**src/shared/rpms_map.svh**
```systemverilog
/*
 * register offsets, field positions, reset values and timing counts of the
 * reset and power-mode sequencer; assumes inclusion by bare name
 */
`ifndef RPMS_MAP_SVH
`define RPMS_MAP_SVH
`define PWR_CTRL_ADDR 8'h87
`define SYS_CTRL_ADDR 8'hb4
`define WAKE_CNT_ADDR 8'hdd
`define PWR_CTRL_RST 8'h00
`define SYS_CTRL_RST 8'h00
`define WAKE_CNT_RST 8'h00
`define PWR_IDLE_BIT 0
`define PWR_DOWN_BIT 1
`define SYS_OSC_DIS_BIT 0
`define SYS_CMP_SEL_BIT 1
`define SYS_T0_SRC_LO 4
`define SYS_T0_SRC_HI 5
`define SYS_T1_SRC_LO 6
`define SYS_T1_SRC_HI 7
`define PIN_LOW_CYCLES 1024
`define FETCH_GAP_CYCLES 16
`define WAKE_MAX_CYCLES 1024
`define WAKE_STEP 4
`define EXT_MAX_CYCLES 16400
`endif

```
**src/shared/rpms_pkg.sv**
```systemverilog
/*
 * types of the reset and power-mode sequencer; no other assumptions
 */
package rpms_pkg;
    typedef enum logic [1:0] {
        SRC_DIV_CLK,
        SRC_EXT_PIN,
        SRC_CPU_PULSE,
        SRC_PER_CLK
    } timer_src_t;

    typedef enum {
        ST_POR_WAIT,
        ST_RESET_HOLD,
        ST_FETCH_GAP,
        ST_RUN,
        ST_IDLE,
        ST_POWERDOWN,
        ST_WAKE_WAIT
    } seq_state_t;
endpackage

```
**src/logic/reset_power_mode_sequencer.sv**
```systemverilog
/*
 * reset and power-mode sequencer: reset sources, start-up delays, idle and
 * power-down entry and wake-up, system clock source register.
 * assumes i_core_clk is the oscillator clock, pins arrive asynchronously,
 * and the cpu/timer/interrupt logic lives outside and uses the outputs.
 */
// Local design decision: the address-and-strobe port.
// Function
// - system control bits 7:6 choose timer 1 clock source
// - system control bits 5:4 choose timer 0 clock source
// - timer 1: divided clock, pin, fetch pulse, peripheral clock
// - timer 0: divided clock, pin, instruction pulse, peripheral clock
// - bit 0 disables oscillator, bit 1 selects comparator, bits 3:2 unused
// - watchdog expiry resets the chip like an external reset
// - internal reset drives pin low 1024 cycles, released 16 before fetch
// - idle stops execution, clock and peripherals keep running
// - power-down stops oscillator so blocks on it halt; pin-clocked timers keep counting
// - idle starts right after instruction setting power control bit 0
// - power-down starts right after instruction setting power control bit 1
// - idle and power-down keep ram and register contents
// - enabled interrupt clears idle bit and resumes after idle instruction
// - only external irqs or pin-clocked timers clear power-down bit
// - hardware reset ends idle or power-down, registers to defaults
// - power control bits 7:2 reserved zero, resets to zero
// - power-on start waits 1024 plus 16 cycles before execution
// - external reset does not reload counter, start within 16400 cycles
// - watchdog reset holds pin low 1024 cycles, code 16 later
// - power-down wake delay shortened by wake-up count register
// - wake delay 1024 clocks at 00h down to 4 at ffh
`timescale 1ns/1ps
`include "rpms_map.svh"

module reset_power_mode_sequencer
    import rpms_pkg::*;
#(
    parameter int NUM_EXT_IRQ = 10
) (
    // clock and reset
    input wire logic i_core_clk,
    input wire logic i_rst_b,
    // register port
    input wire logic [7:0] i_reg_addr,
    input wire logic [7:0] i_reg_wdata,
    input wire logic i_reg_wr,
    input wire logic i_reg_rd,
    output logic [7:0] o_reg_rdata,
    // reset pin, open drain
    input wire logic i_reset_pin,
    output logic o_reset_pin_out,
    output logic o_reset_pin_oe,
    // reset sources and wake events
    input wire logic i_watchdog_expired,
    input wire logic i_irq_pending,
    input wire logic [NUM_EXT_IRQ-1:0] i_ext_irq,
    input wire logic i_timer0_ovf,
    input wire logic i_timer1_ovf,
    // cpu handshake
    input wire logic i_instr_done,
    input wire logic i_code_fetch_pulse,
    input wire logic i_instruction_issue_pulse,
    output logic o_cpu_run,
    output logic o_cpu_reset,
    output logic o_wake_irq,
    // clocking controls
    input wire logic i_div_clk,
    input wire logic i_per_clk,
    input wire logic i_timer0_pin,
    input wire logic i_timer1_pin,
    output logic o_timer0_clk,
    output logic o_timer1_clk,
    output logic o_osc_disable,
    output logic o_osc_stop,
    output logic o_comparator_sel,
    output logic o_idle,
    output logic o_powerdown
);
    localparam logic [10:0] PIN_LOW_CNT = 11'(`PIN_LOW_CYCLES);
    localparam logic [10:0] GAP_CNT = 11'(`FETCH_GAP_CYCLES);
    localparam logic [14:0] EXT_MAX_CNT = 15'(`EXT_MAX_CYCLES);

    logic rst_sync1_r;
    logic rst_sync2_r;
    logic rst_b;
    logic pin_meta_r;
    logic pin_sync_r;
    logic wd_meta_r;
    logic wd_sync_r;
    logic [NUM_EXT_IRQ-1:0] irq_meta_r;
    logic [NUM_EXT_IRQ-1:0] irq_sync_r;
    logic [7:0] power_mode_control_r;
    logic [7:0] system_clock_source_control_r;
    logic [7:0] wakeup_delay_count_r;
    seq_state_t state_r;
    logic [10:0] count_r;
    logic [14:0] ext_cnt_r;
    logic ext_seen_r;
    logic pin_drive_r;
    logic drive_d1_r;
    logic drive_d2_r;
    logic pwr_wr;
    logic sys_wr;
    logic wake_wr;
    logic pd_wake;
    logic idle_wake;
    logic ext_reset;
    logic [10:0] wake_delay;
    logic [7:0] rdata_nxt;
    timer_src_t t0_src;
    timer_src_t t1_src;

    // reset release through two flops
    always_ff @(posedge i_core_clk or negedge i_rst_b) begin
        if (!i_rst_b) begin
            rst_sync1_r <= 1'b0;
            rst_sync2_r <= 1'b0;
        end else begin
            rst_sync1_r <= 1'b1;
            rst_sync2_r <= rst_sync1_r;
        end
    end
    assign rst_b = rst_sync2_r;

    // pin and cross-domain event synchronisers
    always_ff @(posedge i_core_clk or negedge rst_b) begin
        if (!rst_b) begin
            pin_meta_r <= 1'b1;
            pin_sync_r <= 1'b1;
            wd_meta_r <= 1'b0;
            wd_sync_r <= 1'b0;
            irq_meta_r <= '0;
            irq_sync_r <= '0;
        end else begin
            pin_meta_r <= i_reset_pin;
            pin_sync_r <= pin_meta_r;
            wd_meta_r <= i_watchdog_expired;
            wd_sync_r <= wd_meta_r;
            irq_meta_r <= i_ext_irq;
            irq_sync_r <= irq_meta_r;
        end
    end

    // the line needs two sync flops to read high again after we let go, so
    // our own release must not look like another party pulling it
    always_ff @(posedge i_core_clk or negedge rst_b) begin
        if (!rst_b) begin
            drive_d1_r <= 1'b0;
            drive_d2_r <= 1'b0;
        end else begin
            drive_d1_r <= pin_drive_r;
            drive_d2_r <= drive_d1_r;
        end
    end

    // pin low while we are not driving it means another party asks for reset
    assign ext_reset = !pin_sync_r
        && !pin_drive_r
        && !drive_d1_r
        && !drive_d2_r;

    assign t1_src = timer_src_t'(system_clock_source_control_r[`SYS_T1_SRC_HI:`SYS_T1_SRC_LO]);
    assign t0_src = timer_src_t'(system_clock_source_control_r[`SYS_T0_SRC_HI:`SYS_T0_SRC_LO]);

    // power-down wake only from external irqs or pin-clocked timers
    assign pd_wake = (|irq_sync_r)
        || (i_timer0_ovf && t0_src == SRC_EXT_PIN)
        || (i_timer1_ovf && t1_src == SRC_EXT_PIN);
    assign idle_wake = i_irq_pending;

    // (1024-4)/255 per step, 1024 at 00h down to 4 at ffh
    // integer division rounds down between the end points; the product
    // is widened first so it cannot wrap
    always_comb begin
        wake_delay = 11'(`WAKE_MAX_CYCLES)
            - 11'((32'(wakeup_delay_count_r) * (`WAKE_MAX_CYCLES - `WAKE_STEP)) / 255);
    end

    // one write decode per register keeps the update blocks short
    assign pwr_wr = i_reg_wr && i_reg_addr == `PWR_CTRL_ADDR;
    assign sys_wr = i_reg_wr && i_reg_addr == `SYS_CTRL_ADDR;
    assign wake_wr = i_reg_wr && i_reg_addr == `WAKE_CNT_ADDR;

    // power mode control register
    // a software write wins over the hardware clear in the same cycle
    always_ff @(posedge i_core_clk or negedge rst_b) begin
        if (!rst_b) begin
            power_mode_control_r <= 8'(`PWR_CTRL_RST);
        end else if (ext_reset || wd_sync_r) begin
            power_mode_control_r <= 8'(`PWR_CTRL_RST);
        end else if (pwr_wr) begin
            power_mode_control_r <= {6'h00, i_reg_wdata[1:0]};
        end else if (state_r == ST_IDLE && idle_wake) begin
            power_mode_control_r[`PWR_IDLE_BIT] <= 1'b0;
        end else if (state_r == ST_POWERDOWN && pd_wake) begin
            power_mode_control_r <= 8'h00;
        end
    end

    // system control and wake count registers
    always_ff @(posedge i_core_clk or negedge rst_b) begin
        if (!rst_b) begin
            system_clock_source_control_r <= 8'(`SYS_CTRL_RST);
            wakeup_delay_count_r <= 8'(`WAKE_CNT_RST);
        end else if (ext_reset || wd_sync_r) begin
            system_clock_source_control_r <= 8'(`SYS_CTRL_RST);
            wakeup_delay_count_r <= 8'(`WAKE_CNT_RST);
        end else if (sys_wr) begin
            system_clock_source_control_r <= {i_reg_wdata[7:4], 2'b00, i_reg_wdata[1:0]};
        end else if (wake_wr) begin
            wakeup_delay_count_r <= i_reg_wdata;
        end
    end

    // read port, one cycle latency
    always_comb begin
        if (i_reg_addr == `PWR_CTRL_ADDR) begin
            rdata_nxt = power_mode_control_r;
        end else if (i_reg_addr == `SYS_CTRL_ADDR) begin
            rdata_nxt = system_clock_source_control_r;
        end else if (i_reg_addr == `WAKE_CNT_ADDR) begin
            rdata_nxt = wakeup_delay_count_r;
        end else begin
            rdata_nxt = 8'h00;
        end
    end

    always_ff @(posedge i_core_clk or negedge rst_b) begin
        if (!rst_b) begin
            o_reg_rdata <= 8'h00;
        end else if (i_reg_rd) begin
            o_reg_rdata <= rdata_nxt;
        end else begin
            o_reg_rdata <= 8'h00;
        end
    end

    // sequencer
    always_ff @(posedge i_core_clk or negedge rst_b) begin
        if (!rst_b) begin
            state_r <= ST_POR_WAIT;
            count_r <= PIN_LOW_CNT + GAP_CNT;
            pin_drive_r <= 1'b0;
        end else if (wd_sync_r && !pin_drive_r) begin
            state_r <= ST_RESET_HOLD;
            count_r <= PIN_LOW_CNT;
            pin_drive_r <= 1'b1;
        end else if (ext_reset) begin
            // counter not reloaded: execution follows the pin release
            state_r <= ST_FETCH_GAP;
            count_r <= GAP_CNT;
        end else begin
            case (state_r)
                ST_POR_WAIT: begin
                    // settling time and fetch gap run as one count
                    if (count_r <= 11'd1) begin
                        state_r <= ST_RUN;
                    end
                    count_r <= count_r - 11'd1;
                end
                ST_RESET_HOLD: begin
                    if (count_r <= 11'd1) begin
                        pin_drive_r <= 1'b0;
                        state_r <= ST_FETCH_GAP;
                        count_r <= GAP_CNT;
                    end else begin
                        count_r <= count_r - 11'd1;
                    end
                end
                ST_FETCH_GAP: begin
                    if (count_r <= 11'd1) begin
                        state_r <= ST_RUN;
                    end
                    count_r <= count_r - 11'd1;
                end
                ST_RUN: begin
                    // both bits set falls to power-down
                    if (i_instr_done && power_mode_control_r[`PWR_DOWN_BIT]) begin
                        state_r <= ST_POWERDOWN;
                    end else if (i_instr_done && power_mode_control_r[`PWR_IDLE_BIT]) begin
                        state_r <= ST_IDLE;
                    end
                end
                ST_IDLE: begin
                    // clock keeps running here, only execution stops
                    if (idle_wake) begin
                        state_r <= ST_RUN;
                    end
                end
                ST_POWERDOWN: begin
                    // the shortened delay applies to this wake only,
                    // never to a start after reset
                    if (pd_wake) begin
                        state_r <= ST_WAKE_WAIT;
                        count_r <= wake_delay;
                    end
                end
                default: begin
                    if (count_r <= 11'd1) begin
                        state_r <= ST_RUN;
                    end
                    count_r <= count_r - 11'd1;
                end
            endcase
        end
    end

    // bound on external reset start-up, counted from pin assertion
    // limitation: the count wraps while the pin is held, stops at run or at the bound after release, and is never acted on
    always_ff @(posedge i_core_clk or negedge rst_b) begin
        if (!rst_b) begin
            ext_cnt_r <= '0;
            ext_seen_r <= 1'b0;
        end else if (ext_reset) begin
            ext_cnt_r <= ext_seen_r ? ext_cnt_r + 15'd1 : 15'd0;
            ext_seen_r <= 1'b1;
        end else if (state_r == ST_RUN || ext_cnt_r >= EXT_MAX_CNT) begin
            ext_seen_r <= 1'b0;
        end else if (ext_seen_r) begin
            ext_cnt_r <= ext_cnt_r + 15'd1;
        end
    end

    assign o_reset_pin_out = 1'b0;
    assign o_reset_pin_oe = pin_drive_r;
    // cpu stays in reset through every start-up phase and while the pin is held
    assign o_cpu_reset = (state_r == ST_POR_WAIT)
        || (state_r == ST_RESET_HOLD)
        || (state_r == ST_FETCH_GAP)
        || ext_reset;
    // registers untouched while halted, cpu just stops
    assign o_cpu_run = state_r == ST_RUN && !ext_reset;
    assign o_idle = state_r == ST_IDLE;
    assign o_powerdown = state_r == ST_POWERDOWN;
    assign o_osc_stop = state_r == ST_POWERDOWN;
    assign o_wake_irq = (state_r == ST_IDLE && idle_wake)
        || (state_r == ST_POWERDOWN && pd_wake);
    assign o_osc_disable = system_clock_source_control_r[`SYS_OSC_DIS_BIT];
    assign o_comparator_sel = system_clock_source_control_r[`SYS_CMP_SEL_BIT];

    // timer source muxes; pin source still counts in power-down
    always_comb begin
        case (t1_src)
            SRC_DIV_CLK: begin
                o_timer1_clk = i_div_clk;
            end
            SRC_EXT_PIN: begin
                o_timer1_clk = i_timer1_pin;
            end
            SRC_CPU_PULSE: begin
                o_timer1_clk = i_code_fetch_pulse;
            end
            default: begin
                o_timer1_clk = i_per_clk;
            end
        endcase
        case (t0_src)
            SRC_DIV_CLK: begin
                o_timer0_clk = i_div_clk;
            end
            SRC_EXT_PIN: begin
                o_timer0_clk = i_timer0_pin;
            end
            SRC_CPU_PULSE: begin
                o_timer0_clk = i_instruction_issue_pulse;
            end
            default: begin
                o_timer0_clk = i_per_clk;
            end
        endcase
    end
endmodule

```
**config.mk**
```make
export PLATFORM = sky130hd
export DESIGN_NAME = reset_power_mode_sequencer
export DESIGN_NICKNAME = d
export VERILOG_FILES = /design/src/shared/rpms_pkg.sv /design/src/logic/reset_power_mode_sequencer.sv
export VERILOG_INCLUDE_DIRS = /design/src /design/src/shared
export SDC_FILE = /design/constraint.sdc
export NUM_CORES = 1
export LEC_CHECK = 0
export BUFFER_PORTS_ARGS = -buffer_cell sky130_fd_sc_hd__buf_2
export CAP_MARGIN = 10
export CORE_ASPECT_RATIO = 1.5
export CORE_MARGIN = 2
export CORE_UTILIZATION = 42
export DETAILED_ROUTE_END_ITERATION = 6
export HOLD_SLACK_MARGIN = 0.03
export PLACE_DENSITY = 0.69
export SKIP_LAST_GASP = 1
export SYNTH_ARGS = -nofsm -noshare
export SYNTH_HDL_FRONTEND = slang
export SYNTH_SLANG_ARGS = --single-unit
```
**constraint.sdc**
```tcl
create_clock -name i_core_clk -period 2.3 [get_ports i_core_clk]
set_input_delay 0.69 -clock i_core_clk [delete_from_list [all_inputs] [get_ports i_core_clk]]
set_output_delay 0.69 -clock i_core_clk [all_outputs]
set_load 0.03 [all_outputs]
```
==> out/metrics.csv <==
metric,value,unit
fin_util,67.0,%
synthMuxAreaShare,2.66,%
synth-edff-count,0,
critPathKind,flop to flop,
cts_root_buffer,clkbuf_16,
dp.cells,1723,
synth_top_family_by_area,compound AO/OA/AOI/OAI gates,
layout-drive-gt1-share,45.3,%
cts.sink_count,67,
p_total,4.20,mW
finalSetupTns,-102360,ps
yosysTopAreaCellShare,18.4,%
max_freq,0.0845,GHz
tightestPinTransition,620,ps
gp_congestion,0.973,
start_util,42.4,%
grt_pass1_vias,10400,
setup-violations-final,13,
netlist_area,8560,sq um
grt_max_degree,31,
worstPathMaxFanout,8,
htree_levels,3,
antenna_found_initial,0,
synth_simple_gate_area_share,25.6,%
final_area,13500,sq um
min_path_type,primary input to async pin,
grt_use_total,28.1,%
p_leak,6.25,nW
drt_iter0_markers,561,
drc_errors,0,
die_h,179,um
fin_crit_sh,514,%
cts_hold_buf,0,
ys_seq_elements,67,
hold_viol,0,
path_clk_slew,60,ps
grt_pass1_wl,48800,um
cts_buffer_depth,2,
worstSetupStartpointType,flop,
io_pins,62,
dp_hpwl,24200,um
fillers,1656,
synth-warning-count,0,
syn_inst,1082,
synthDistinctLibCells,111,
cts_made_buffers,9,
overflow,0,
outcome,"finished, violations left",
die_x,121,um
synthTopCellsByArea,"dfrtp_1 18%, ha_1 6.7%, fa_1 6.5%",
synth_largest_area_cell,dfrtp_1,
clkLatencyLatePin,330,ps
slowest_stage,or4b_4,
wire_per_inst,17.5,um
stdcell_count,1786,
drv_slew,0,
syn_avg_cell_area,7.91,sq um
power_density,311,nW/um^2
synth_common_cells,"95 x nand2_1, 83 x nor2_1, 75 x inv_1",
period_needed,11830,ps
failed_checks,setup timing,
critPathMaxStageDelay,620,ps
vias,10400,
required,2510,ps
layout.nets,1633,
die_area,21600,sq um
synth_seq_area_share,19.6,%
relSlewSlack,58.3,%
num_antenna_cells,0,
cts_tree,built,
async_reset_ff_share,100,%
clock_skew,7.46,ps
synth_xor_area_share,4.94,%
cp.arrival,12040,ps
synth.net_count,1198,
post_dp_cell_area,12000,sq um
area_growth,57.8,%
synth-compound-area-share,28.0,%
cap_violations,0,
yosysMostFrequentCell,nand2_1,
io_buffers,60,
yosys.area_share.adder,13.3,%
vias_per_cell,5.80,
ant_nets,0,
vdd_drop_max,0.640,mV
cp-end-kind,flop,
fp-row-count,64,
coreArea,20200,sq um
fin_ws,-9530,ps
drt-total-wl,31200,um
synth_ff_type,dfrtp_1,
rsz0062_at_grt,yes,
drt_pass1_iterations,7,
worst max-delay path: cells and delay by family, from the launching register on:
family          cells  cell delay [ps]
compound gates     14             3370
xor+xnor            3              340
fa+ha+maj           7             2730
buf+inv             7              790
flops               1              440
mux                 2              240
simple gates       14             3760
per-layer routing:
| metal | up-vias | global-route usage, % | routed length [um] |
|---|---|---|---|
| li1 | 4891 | - | - |
| met1 | 4936 | 27.3 | 10700 |
| met2 | 377 | 55.0 | 17300 |
| met3 | 148 | 3.09 | 1080 |
| met4 | 0 | 18.5 | 2210 |
| met5 | - | 0 | 0 |
metrics by stage:
| stage | hold slack [ps] | setup slack, ps |
|---|---|---|
| 6_report | 132 | -9530 |
| 5_1_grt | 123 | -10080 |
| 4_1_cts | 127 | -9300 |
| 3_5_place_dp | 258 | -9890 |
| 3_3_place_gp | 251 | -9700 |
| 2_1_floorplan | 331 | -9560 |
cells in the final DEF, fill, tap and decap left out, drive strengths merged, types with 8 or more instances in the layout:
cell type	Yosys	routed
a21o	22	22
or3	12	12
o211ai	15	15
o21ai	66	66
xor2	16	16
nor2b	11	11
a2111oi	8	8
and3	20	20
nand4	14	14
nand2	98	98
dfrtp	63	63
nor4	17	17
o31ai	9	9
and2	22	22
nand2b	17	17
mux2i	11	11
xnor2	28	28
inv	75	78
fa	28	28
a211oi	15	15
clkbuf	29	10
buf	17	469
a31oi	17	17
nor2	83	83
nor3	42	42
ha	46	46
nand3	59	59
a21oi	68	68
a22oi	13	13
power breakdown:
group | switching [mW] | leakage (nW) | internal, mW
sequential | 0.135 | 0.819 | 1.32
combinational | 0.715 | 5.28 | 0.619
clock | 0.554 | 0.146 | 0.859
total | 1.40 | 6.25 | 2.80
registers in the layout (all words and copies together), names as in the netlist, 2 cells and up:
signal	cells
irq_sync_r	10
wakeup_delay_count_r	8
count_r	11
system_clock_source_control_r	6
o_reg_rdata	8
state_r	3
irq_meta_r	10
power_mode_control_r	2
final timing paths:
kind | to | startpoint | cells after the start | slack [ps]
worst min-delay path | rst_b$_DFF_PN0_ | i_rst_b | 1 | 130
min in group i_core_clk | irq_sync_r[8]$_DFF_PN0_ | irq_meta_r[8]$_DFF_PN0_ | 0 | 350
worst min register to register | irq_meta_r[5]$_DFF_PN0_ | rst_b$_DFF_PN0_ | 0 | 250
worst max register to register | count_r[6]$_DFFE_PN0P_ | wakeup_delay_count_r[3]$_DFFE_PN0P_ | 47 | -9530
max in group asynchronous | pin_meta_r$_DFF_PN1_ | rst_b$_DFF_PN0_ | 1 | 1240
worst max-delay path | count_r[6]$_DFFE_PN0P_ | wakeup_delay_count_r[3]$_DFFE_PN0P_ | 47 | -9530
layout make-up:
| type | count | area, sq um | area share [%] |
|---|---|---|---|
| multi-input combinational | 894 | 7390 | 54.6 |
| timing repair buffer | 470 | 3510 | 26.0 |
| sequential | 67 | 1690 | 12.5 |
| tap | 264 | 330 | 2.44 |
| inverter | 75 | 287 | 2.12 |
| clock buffer | 9 | 225 | 1.67 |
| clock inverter | 7 | 85.1 | 0.629 |
what timing repair did:
item                       CTS  global route
cloned                       0             1
setup buffers               25            25
pin swaps                   43            51
resized for setup          126            63
setup endpoints to repair   19            19
kinds of logic after synthesis:
family | after synthesis
other cells | 2
fa+ha+maj | 74
xor+xnor | 45
flops | 67
buf+inv | 121
simple gates | 428
mux | 18
compound gates | 327
Note: power is estimated with default switching activity, not from simulation.
